$ cat config.mk
export PLATFORM = sky130hd
export DESIGN_NAME = vmc_ctrl
export DESIGN_NICKNAME = d
export VERILOG_FILES = /design/src/hdl/vmc_ctrl.v
export VERILOG_INCLUDE_DIRS = /design/src /design/src/hdl
export SDC_FILE = /design/constraint.sdc
export NUM_CORES = 1
export LEC_CHECK = 0
export ABC_AREA = 1
export BUFFER_PORTS_ARGS = -buffer_cell sky130_fd_sc_hd__buf_2
export CORE_ASPECT_RATIO = 0.6
export CORE_MARGIN = 8
export CORE_UTILIZATION = 48
export CTS_CLUSTER_SIZE = 30
export DETAILED_ROUTE_END_ITERATION = 10
export HOLD_SLACK_MARGIN = 0.08
export PLACE_DENSITY = 0.71
export RECOVER_POWER = 50
export SLEW_MARGIN = 20
export SYNTH_ARGS = -nofsm -noshare
export SYNTH_HDL_FRONTEND = slang
export SYNTH_SLANG_ARGS = --single-unit
export TNS_END_PERCENT = 30
$ cat constraint.sdc
create_clock -name core_clk_in -period 3.14 [get_ports core_clk_in]
set_input_delay 0.628 -clock core_clk_in [delete_from_list [all_inputs] [get_ports core_clk_in]]
set_output_delay 0.628 -clock core_clk_in [all_outputs]
set_load 0.05 [all_outputs]
$ cat src/hdl/vmc_defs.vh
/*
 * constants of the voltage monitor control block: register offsets,
 * field positions, reset values and release timing.
 * assumes: included by the block's design file by its bare name.
 */
`ifndef VMC_DEFS_VH
`define VMC_DEFS_VH

// ************************************************************
// register byte offsets
// ************************************************************
`define VMC_OFS_CH1_CFG 8'h04
`define VMC_OFS_CH2_CFG 8'h08
`define VMC_OFS_STATUS 8'h0C

// ************************************************************
// channel configuration fields
// ************************************************************
`define VMC_CFG_W 11
`define VMC_CFG_RST 11'h000
`define VMC_CFG_EN 0
`define VMC_CFG_RSTEN 1
`define VMC_CFG_IRQEN 2
`define VMC_CFG_RELSEL 3
`define VMC_CFG_IRQTYPE 4
`define VMC_CFG_COND_LO 5
`define VMC_CFG_COND_HI 6
`define VMC_CFG_FILTEN 7
`define VMC_CFG_DIV_LO 8
`define VMC_CFG_DIV_HI 9
`define VMC_CFG_INSEL 10

// ************************************************************
// interrupt condition codes
// ************************************************************
`define VMC_COND_RISE 2'h0
`define VMC_COND_FALL 2'h1
`define VMC_COND_BOTH 2'h2

// ************************************************************
// status fields
// ************************************************************
`define VMC_ST_LVL1 0
`define VMC_ST_LVL2 1
`define VMC_ST_CROSS1 2
`define VMC_ST_CROSS2 3
`define VMC_ST_CPURST 4
`define VMC_ST_LVL0 5

// ************************************************************
// release delay
// ************************************************************
`define VMC_REL_DELAY_NS 10000
`define VMC_CLK_PERIOD_NS 10
`define VMC_REL_CYC (`VMC_REL_DELAY_NS / `VMC_CLK_PERIOD_NS)

`endif

$ cat src/hdl/vmc_ctrl.v
/*
 * digital control side of a three-channel supply voltage monitor with an
 * ahb-lite register slave, monitor reset, interrupt requests and event pulses.
 * assumes: comparator results and the low-speed oscillator arrive
 * asynchronously; a single ahb-lite master; one clock, synchronous reset.
 */
//
// Function
// - channels 1 and 2 show a live flag telling whether the input is above the threshold.
// - channels 1 and 2 set a crossing flag on every rise or fall past the threshold.
// - channel 0 holds reset while low and releases a fixed delay after it recovers.
// - channels 1 and 2 assert reset on a drop, released a fixed delay after recovery or drop.
// - channel interrupts are non-maskable in the basic variant, selectable when extended.
// - a per-channel condition raises the interrupt on fall, rise or both.
// - condition code 00 is rise, 01 is fall, 10 is both and 11 raises nothing.
// - the basic variant filters channels 1 and 2 at one oscillator period times n (1,2,4,8).
// - the extended variant emits an event pulse on each crossing of channels 1 and 2.
// - the extended variant lets channel 2 watch the external pin instead of the supply.
// - the channel 2 level flag reads 1 at or above threshold or when disabled, else 0.
`timescale 1ns/1ps
`include "vmc_defs.vh"

module vmc_ctrl #(
  parameter EXTENDED = 1,
  parameter REL_CYC = `VMC_REL_CYC,
  parameter CNT_W = 16
) (
  // clock and reset
  input wire core_clk_in,
  input wire srst_in,
  // comparator results, high when input at or above threshold, then the low-speed oscillator
  input wire thresh_ch0_in,
  input wire thresh_ch1_in,
  input wire thresh_ch2_in,
  input wire ext_compare_pin_in,
  input wire low_speed_osc_in,
  // ahb-lite slave
  input wire hsel_in,
  input wire [31:0] haddr_in,
  input wire [1:0] htrans_in,
  input wire hwrite_in,
  input wire [2:0] hsize_in,
  input wire [31:0] hwdata_in,
  input wire hready_in,
  output reg hreadyout_out,
  output reg hresp_out,
  output reg [31:0] hrdata_out,
  // system side
  output reg cpu_reset_out,
  output reg nmi_out,
  output reg irq_out,
  output reg [1:0] event_out
);

  // ************************************************************
  // input synchronisers
  // ************************************************************
  reg [4:0] raw_s1_reg;
  reg [4:0] raw_s2_reg;
  reg osc_d_reg;
  wire osc_tick;

  always @(posedge core_clk_in) begin
    if (srst_in) begin
      raw_s1_reg <= 5'h00;
      raw_s2_reg <= 5'h00;
      osc_d_reg <= 1'b0;
    end else begin
      raw_s1_reg <= {low_speed_osc_in, ext_compare_pin_in, thresh_ch2_in,
                     thresh_ch1_in, thresh_ch0_in};
      raw_s2_reg <= raw_s1_reg;
      osc_d_reg <= raw_s2_reg[4];
    end
  end

  assign osc_tick = raw_s2_reg[4] & ~osc_d_reg;

  // ************************************************************
  // registers and bus data phase
  // ************************************************************
  reg [`VMC_CFG_W-1:0] cfg_reg [1:2];
  reg [1:0] cross_reg;
  reg wr_pend_reg;
  reg [7:0] wr_addr_reg;
  wire [1:0] cross_clr;
  wire addr_phase;

  assign addr_phase = hsel_in & htrans_in[1] & hready_in;
  assign cross_clr = (wr_pend_reg && wr_addr_reg == `VMC_OFS_STATUS) ?
                     hwdata_in[`VMC_ST_CROSS2:`VMC_ST_CROSS1] : 2'h0;

  // ************************************************************
  // per-channel level path, flags and events
  // ************************************************************
  reg lvl0_reg;
  reg [2:0] lvl_d_reg;
  wire [2:0] lvl;
  wire [2:0] en;
  wire [2:0] rise;
  wire [2:0] fall;
  wire [2:0] rst_arm;
  wire [2:0] irq_hit;
  wire [2:0] type_nmi;
  wire [2:0] rst_act;

  assign lvl[0] = lvl0_reg;
  assign en[0] = 1'b1;
  assign rise[0] = lvl[0] & ~lvl_d_reg[0];
  assign fall[0] = ~lvl[0] & lvl_d_reg[0];
  assign rst_arm[0] = ~lvl[0];
  assign irq_hit[0] = 1'b0;
  assign type_nmi[0] = 1'b0;

  genvar c;
  generate
    for (c = 1; c <= 2; c = c + 1) begin : g_chan
      reg [2:0] div_cnt_reg;
      reg smp_reg;
      reg lvl_c_reg;
      wire [2:0] div_last;
      wire [1:0] cond;
      wire src;
      wire filt_on;

      assign cond = cfg_reg[c][`VMC_CFG_COND_HI:`VMC_CFG_COND_LO];
      assign div_last = (3'h1 << cfg_reg[c][`VMC_CFG_DIV_HI:`VMC_CFG_DIV_LO]) - 3'h1;
      assign filt_on = (EXTENDED == 0) && cfg_reg[c][`VMC_CFG_FILTEN];
      if (c == 2) begin : g_sel
        assign src = (EXTENDED != 0 && cfg_reg[c][`VMC_CFG_INSEL]) ?
                     raw_s2_reg[3] : raw_s2_reg[2];
      end else begin : g_nosel
        assign src = raw_s2_reg[1];
      end

      assign lvl[c] = lvl_c_reg;
      assign en[c] = cfg_reg[c][`VMC_CFG_EN];
      assign rise[c] = en[c] & lvl[c] & ~lvl_d_reg[c];
      assign fall[c] = en[c] & ~lvl[c] & lvl_d_reg[c];
      // drop-timed release arms only on the fall itself
      assign rst_arm[c] = en[c] & cfg_reg[c][`VMC_CFG_RSTEN] &
                          (cfg_reg[c][`VMC_CFG_RELSEL] ? fall[c] : ~lvl[c]);
      assign irq_hit[c] = cfg_reg[c][`VMC_CFG_IRQEN] &
                          (((cond == `VMC_COND_RISE) & rise[c]) |
                           ((cond == `VMC_COND_FALL) & fall[c]) |
                           ((cond == `VMC_COND_BOTH) & (rise[c] | fall[c])));
      assign type_nmi[c] = (EXTENDED == 0) | ~cfg_reg[c][`VMC_CFG_IRQTYPE];

      // with the filter on, level moves only when two successive samples agree; otherwise it follows the input
      always @(posedge core_clk_in) begin
        if (srst_in) begin
          div_cnt_reg <= 3'h0;
          smp_reg <= 1'b1;
          lvl_c_reg <= 1'b1;
        end else if (filt_on) begin
          if (osc_tick) begin
            if (div_cnt_reg >= div_last) begin
              div_cnt_reg <= 3'h0;
              smp_reg <= src;
              if (smp_reg == src) begin
                lvl_c_reg <= src;
              end
            end else begin
              div_cnt_reg <= div_cnt_reg + 3'h1;
            end
          end
        end else begin
          div_cnt_reg <= 3'h0;
          smp_reg <= src;
          lvl_c_reg <= src;
        end
      end
    end
  endgenerate

  always @(posedge core_clk_in) begin
    if (srst_in) begin
      lvl0_reg <= 1'b0;
      lvl_d_reg <= 3'h7;
    end else begin
      lvl0_reg <= raw_s2_reg[0];
      lvl_d_reg <= lvl;
    end
  end

  // ************************************************************
  // reset release timers, one per channel
  // ************************************************************
  generate
    for (c = 0; c <= 2; c = c + 1) begin : g_rel
      reg [CNT_W-1:0] cnt_reg;
      reg act_reg;
      assign rst_act[c] = act_reg;
      // channel 0 starts in reset so the core waits for a good supply
      always @(posedge core_clk_in) begin
        if (srst_in) begin
          act_reg <= (c == 0) ? 1'b1 : 1'b0;
          cnt_reg <= {CNT_W{1'b0}};
        end else if (!en[c]) begin
          act_reg <= 1'b0;
          cnt_reg <= {CNT_W{1'b0}};
        end else if (rst_arm[c]) begin
          act_reg <= 1'b1;
          cnt_reg <= {CNT_W{1'b0}};
        end else if (act_reg) begin
          if (cnt_reg == REL_CYC[CNT_W-1:0] - 1'b1) begin
            act_reg <= 1'b0;
          end else begin
            cnt_reg <= cnt_reg + 1'b1;
          end
        end
      end
    end
  endgenerate

  // ************************************************************
  // outputs, flags and register access
  // ************************************************************
  wire [31:0] status_word;

  // level flags read 1 while disabled; channel 0 has no level flag
  assign status_word = {26'h0, 1'b0, cpu_reset_out, cross_reg,
                        lvl[2] | ~en[2], lvl[1] | ~en[1]};

  always @(posedge core_clk_in) begin
    if (srst_in) begin
      cfg_reg[1] <= `VMC_CFG_RST;
      cfg_reg[2] <= `VMC_CFG_RST;
      cross_reg <= 2'h0;
      wr_pend_reg <= 1'b0;
      wr_addr_reg <= 8'h00;
      hreadyout_out <= 1'b1;
      hresp_out <= 1'b0;
      hrdata_out <= 32'h0;
      cpu_reset_out <= 1'b1;
      nmi_out <= 1'b0;
      irq_out <= 1'b0;
      event_out <= 2'h0;
    end else begin
      // set wins over a clear in the same cycle
      cross_reg <= (cross_reg & ~cross_clr) | (rise[2:1] | fall[2:1]);
      cpu_reset_out <= |rst_act;
      nmi_out <= |(irq_hit & type_nmi);
      irq_out <= |(irq_hit & ~type_nmi);
      event_out <= (EXTENDED != 0) ? (rise[2:1] | fall[2:1]) : 2'h0;
      wr_pend_reg <= addr_phase & hwrite_in;
      wr_addr_reg <= haddr_in[7:0];
      if (wr_pend_reg) begin
        if (wr_addr_reg == `VMC_OFS_CH1_CFG) begin
          cfg_reg[1] <= hwdata_in[`VMC_CFG_W-1:0];
        end else if (wr_addr_reg == `VMC_OFS_CH2_CFG) begin
          cfg_reg[2] <= hwdata_in[`VMC_CFG_W-1:0];
        end
      end
      // read data is captured at the address phase; unmapped reads zero
      if (addr_phase && !hwrite_in) begin
        if (haddr_in[7:0] == `VMC_OFS_CH1_CFG) begin
          hrdata_out <= {21'h0, cfg_reg[1]};
        end else if (haddr_in[7:0] == `VMC_OFS_CH2_CFG) begin
          hrdata_out <= {21'h0, cfg_reg[2]};
        end else if (haddr_in[7:0] == `VMC_OFS_STATUS) begin
          hrdata_out <= status_word;
        end else begin
          hrdata_out <= 32'h0;
        end
      end
    end
  end

endmodule

==> results.yml, run 1 <==
clock_tree:
  cts.sinks: 113
  h-tree-depth: 4
  clk_path_buf_depth: 2
  cts-resized-gates: 0
  clk_pin_slew_ps: 60
  post_cts_buffers: 0
  insertion_delay_ps: 410
  ctsHoldBuffers: 0
  cts_root_buffer: "clkbuf_16"
  cts_buffers: 17
  cts_tree: "yes"
logic_synthesis:
  synthAdderAreaFrac_pct: 0.644
  synth-xor-area-share_pct: 3.30
  synth_area_leaders: "dfxtp_1 (31%), nand2_1 (14%), edfxtp_1 (11%)"
  synthCells: 832
  avgSynthCellArea_um2: 7.01
  synth_seq_cells: 113
  yosysSeqAreaShare_pct: 42.6
  yosysWarnings: 0
  synth_top_family_by_area: "simple AND/OR/NAND/NOR gates"
  netlist.area_leader.share_pct: 31.2
  yosysUniqueCellTypes: 33
  yosysTopAreaCell: "dfxtp_1"
  synthSimpleGateAreaFrac_pct: 34.1
  synth_compound_area_share_pct: 7.96
  syn_area_mm2: 0.00583
  muxShareOfSynthArea_pct: 0
layout:
  n_fill_cell: 1185
  syn_to_final_growth_pct: 13.5
  largest_reg_flops: 48
  fin_nets: 959
  antenna_cells: 0
  drive_gt1_share_pct: 11.8
sta:
  min_period_over_period_pct: 59.5
  fin_tns_setup_ps: 0
  setup_viol_count_final: 0
  finalMaxSlewViolations: 0
  tightest_slew_ps: 1430
  fmax_mhz: 536
  rsz0062_at_grt: "false"
  fin_worst_skew_ps: 10.1
  finalCriticalPeriod_ps: 1870
  hold_viol: 0
  max-slew-margin-rel_pct: 4.53
grt:
  grt_pass1_wl_um: 22900
  grt_max_degree: 32
  grt-ovfl-total: 0
  grt_usage_pct: 17.9
  antenna_found_initial: 0
  grt_pass1_vias: 4748
critical_path:
  cp.arrival_ps: 2210
  crit_type: "reg2reg"
  cp-end-kind: "flop"
  start_kind: "flop"
  crit_required_ps: 3480
  worst-path-max-fanout: 12
  worstRegToRegCells: 8
power:
  p_leak_nw: 2.66
  ir_worst_vdd_uv: 283
  p_total_mw: 3.57
  p_per_area_mw_per_mm2: 539
drt:
  viasPerCell: 4.88
  postRouteWirelength_um: 13500
  route.antenna.remaining_nets: 0
  drc: 0
  wl_per_cell_um: 12.8
  num_vias: 5152
  drtPass1Iterations: 6
  initialDrtViolationCount: 382
floorplanning:
  coreArea_mm2: 0.0119
  die_y_um: 101
  dieWidth_um: 158
  row_count: 31
  num_io_pins: 118
  initial_utilization_pct: 48.8
  die_area_mm2: 0.0160
status:
  run_status: "finished clean"
place:
  place_congestion: 0.894
  dp_hpwl_um: 9420
  io_buffers: 44
job:
  cap_violations: 0
hold_path:
  min_path_type: "reg2reg"
  min_path_cells: 2
==> through the flow <==
| stage | util, % | worst slack [ps] | cells | hold slack, ps | instance area (µm²) |
|---|---|---|---|---|---|
| after global routing | 55.4 | 1110 | 1055 | 414 | 6620 |
| after CTS | 55.6 | 1310 | 1055 | 405 | 6640 |
| after detailed placement | 50.9 | 976 | 1023 | 396 | 6080 |
| final | 55.4 | 1270 | 1055 | 403 | 6620 |
| after floorplan | - | 1550 | 853 | 388 | 5910 |
| after global placement | 50.9 | 1010 | 1023 | 392 | 6080 |
==> cells in the mapped netlist (all sizes together) <==
| library cell | n |
|---|---|
| a31oi | 1 |
| xor2 | 14 |
| conb | 2 |
| nand3b | 1 |
| buf | 36 |
| nor3 | 8 |
| dfxtp | 91 |
| nand2 | 228 |
| and2 | 1 |
| clkinv | 1 |
| edfxtp | 22 |
| o22ai | 1 |
| nand4 | 22 |
| xnor2 | 8 |
| or2 | 2 |
| nand3 | 53 |
| inv | 95 |
| clkbuf | 8 |
| a21oi | 47 |
| nor2 | 156 |
| ha | 3 |
| o21ai | 32 |
==> final cells by class <==
type / count / area, µm² / share of cell area [%]
multi-input cells: 600 / 2750 / 41.6
repair buffers: 49 / 249 / 3.76
flip-flops and latches: 113 / 2480 / 37.5
clock buffers: 20 / 467 / 7.06
inverters: 96 / 360 / 5.45
well taps: 165 / 206 / 3.12
clock inverters: 12 / 96.3 / 1.46
==> cells in the final DEF, fill, tap and decap left out, types with 4 or more instances in the layout <==
master	instances
a21oi_1	35
a21oi_2	12
buf_2	40
buf_4	4
clkbuf_1	5
clkbuf_16	17
conb_1	23
dfxtp_1	91
edfxtp_1	22
inv_1	95
inv_6	5
nand2_1	223
nand2_2	5
nand3_1	52
nand4_1	22
nor2_1	151
nor3_1	5
o21ai_0	31
xnor2_1	8
xor2_1	14
==> critical path, stage by stage, from the launching register on <==
cell	delay (ps)
dfxtp_1	330
ha_1	250
inv_1	80
nor2_1	80
nand2_1	60
nor2_1	50
nor2_1	640
nand2_1	160
a21oi_2	150
==> kinds of logic (layout without fill, tap and decap cells) <==
group | count (synthesis) | after routing
AOI/OAI and AO/OA | 81 | 81
DFF | 113 | 113
buffers and inverters | 140 | 177
adders and majority gates | 3 | 3
and+or+nand+nor | 471 | 471
other | 2 | 23
xor gates and xnor gates | 22 | 22
==> worst paths after layout <==
kind                       startpoint             endpoint  slack [ps]
setup / recovery  g_rel[1].cnt_reg[0]  g_rel[1].cnt_reg[8]        1270
hold / removal          raw_s1_reg[1]        raw_s2_reg[1]         400
setup reg to reg  g_rel[1].cnt_reg[0]  g_rel[1].cnt_reg[8]        1270
hold reg to reg         raw_s1_reg[1]        raw_s2_reg[1]         400
==> per-layer routing <==
metal | share of wire, % | vias up | global-route usage, %
li1 | - | 2668 | -
met1 | 51 | 2306 | 26.2
met2 | 40 | 163 | 24.6
met3 | 7.3 | 15 | 5.24
met4 | 1.1 | 0 | 5.55
met5 | 0 | - | 0
==> power by group <==
group | internal, mW | leakage (nW) | switching, mW
Clock | 1.09 | 0.275 | 0.726
Sequential | 1.52 | 0.949 | 0.0215
Combinational | 0.0440 | 1.43 | 0.172
Note: power is estimated with default switching activity, not from simulation.
==> inputs of run 2 (changes only) <==
ABC_AREA = 0   (was 1)
PLACE_DENSITY = 0.76   (was 0.71)
clock period = 1.51 ns   (was 3.14 ns; I/O delays follow)
==> run 2 against run 1 <==
Net effect: critical path depth fell by 3; critical endpoint is now g_rel[1].cnt_reg[0]; the flow now finishes with violations (negative setup slack); hold slack got worse by 300 ps; core utilization rose by 12 points; final cell count fell by 25%; highest routed layer unchanged; cell area rose by 1.4%; sequential power rose by 110%; clock power rose by 110%; combinational power rose by 88%; wire length barely moved.
==> results.yml, run 2 <==
sta:
  rsz0062_at_grt: "true"
  tightest_slew_ps: 679
  fin_worst_skew_ps: 8.54
  worst_slack_ps: -252
  hold_viol: 0
  fmax_mhz: 568
  hold-worst-slack_ps: 97.9
  max-slew-margin-rel_pct: 54.7
  fin_tns_setup_ps: -4280
  finalMaxSlewViolations: 0
  min_period_over_period_pct: 117
  finalCriticalPeriod_ps: 1760
  setup_viol_count_final: 42
drt:
  drtPass1Iterations: 5
  viasPerCell: 5.54
  route.antenna.remaining_nets: 0
  postRouteWirelength_um: 13400
  wl_per_cell_um: 17.1
  num_vias: 4351
  drc: 0
  initialDrtViolationCount: 274
logic_synthesis:
  yosysUniqueCellTypes: 54
  yosysTopAreaCell: "dfxtp_1"
  synthArstFlopShare_pct: 0
  netlist_top_cells_count: "dfxtp_1 (91), nor2_1 (38), a21oi_1 (29)"
  synth-xor-area-share_pct: 4.44
  synthSimpleGateAreaFrac_pct: 27.0
  synthCells: 508
  synthAdderAreaFrac_pct: 0.761
  synth_top_family_by_area: "simple AND/OR/NAND/NOR gates"
  synth-edff-count: 22
  synth_flop_cell: "dfxtp_1"
  avgSynthCellArea_um2: 9.71
  syn_area_mm2: 0.00493
  yosysWarnings: 0
  post-synth-top-count-cell: "dfxtp_1"
  synth_area_leaders: "dfxtp_1 (37%), edfxtp_1 (13%), buf_4 (3.5%)"
  muxShareOfSynthArea_pct: 0.888
  synth_compound_area_share_pct: 11.2
  yosysSeqAreaShare_pct: 50.3
  netlist.area_leader.share_pct: 36.9
  synth_seq_cells: 113
critical_path:
  crit_required_ps: 1790
  slowest_delay_ps: 540
  start_kind: "flop"
  cp-end-kind: "flop"
  crit_type: "reg2reg"
  crit_slowest_cell: "or4_4"
  cp_num_buf_inv: 1
  worst-path-max-fanout: 7
  cp.arrival_ps: 2040
  critical_path.top_delay_family: "simple AND/OR/NAND/NOR gates"
  crit_chain: "or4_4 -> o41ai_4 -> buf_6 -> xor2_1 -> nor2_1"
layout:
  largest_reg_flops: 48
  final_cell_mix: "dfxtp_1 (71), buf_4 (69), buf_2 (43)"
  finalInstanceArea_mm2: 0.00671
  fin_nets: 720
  syn_to_final_growth_pct: 35.9
  antenna_cells: 0
  finalNonFillerCells: 786
  post-route-util_pct: 67.6
  n_fill_cell: 721
  final_common_cell: "dfxtp_1"
  drive_gt1_share_pct: 35.2
clock_tree:
  clk_pin_slew_ps: 60
  cts.sinks: 113
  h-tree-depth: 4
  cts_buffers: 17
  insertion_delay_ps: 410
  ctsHoldBuffers: 0
  cts_root_buffer: "clkbuf_16"
  clk_path_buf_depth: 2
  cts_tree: "yes"
place:
  place_congestion: 0.891
  dp_hpwl_um: 8810
  pre_cts_ws_ps: -243
  io_buffers: 44
  post_dp_cell_area_mm2: 0.00578
  place_inst: 742
grt:
  grt_pass1_vias: 4209
  grt_usage_pct: 18.7
  grt-ovfl-total: 0
  grt_max_degree: 17
  antenna_found_initial: 0
  grt_pass1_wl_um: 20700
floorplanning:
  row_count: 28
  coreArea_mm2: 0.00991
  num_io_pins: 118
  die_y_um: 94.5
  dieWidth_um: 147
  die_area_mm2: 0.0139
  initial_utilization_pct: 49.8
power:
  p_total_mw: 7.44
  p_leak_nw: 2.55
  p_per_area_mw_per_mm2: 1110
  ir_worst_vdd_uv: 868
status:
  run_status: "finished, violations left"
  violations: "negative setup slack"
hold_path:
  min_path_type: "in2reg"
job:
  cap_violations: 0
## run 2: changes by cell type after synthesis, sizes merged, moves of 18 or more
cell | previous run | this run
a21oi | 47 | 29
and2 | 1 | 22
inv | 95 | 9
nand2 | 228 | 27
nand3 | 53 | 23
nor2 | 156 | 38
nor2b | 0 | 23
## run 2: metal layers
layer	share of wire, %	routed length (µm)	GRT usage, %
met1	44	5960	23.2
met2	48	6470	31.2
met3	6.7	907	4.87
met4	0.83	112	6.99
met5	0	0	0
## run 2: final cells by class
type	count	area, µm²	share of cell area [%]
clock buffer	17	425	6.34
multi-input combinational	369	2530	37.8
sequential	113	2520	37.5
clock inverter	15	146	2.18
inverter	9	33.8	0.504
tap	135	169	2.52
timing repair buffer	128	881	13.1
## run 2: path summary, 6_finish.rpt
path                        start             endpoint  slack, ps  cells past startpoint
max          g_rel[1].cnt_reg[12]  g_rel[1].cnt_reg[0]       -250                      5
min                 thresh_ch0_in        raw_s1_reg[0]        100                      2
max reg2reg  g_rel[1].cnt_reg[12]  g_rel[1].cnt_reg[0]       -250                      5
min reg2reg         raw_s2_reg[1]  g_chan[1].lvl_c_reg        440                      1
## run 2: power breakdown
part	leakage, nW	internal (mW)	switching [mW]
sequential	0.973	3.13	0.0459
combinational	1.30	0.125	0.282
clock	0.279	2.31	1.55
total	2.55	5.56	1.88
## run 2: kinds of logic (layout without fill, tap and decap cells)
family / after synthesis / after routing
AOI/OAI and AO/OA: 82 / 82
xor gates and xnor gates: 25 / 25
adders and majority gates: 3 / 3
buffers and inverters: 47 / 169
DFF: 113 / 113
muxes: 4 / 4
other: 2 / 23
and+or+nand+nor: 232 / 232
## run 2: timing repair
action                                  in CTS  in global routing
resized for setup                           29                 49
endpoints found under the setup margin      63                 77
pin swaps                                   22                 15
cloned                                       1                  2
buffers inserted                             8                  1
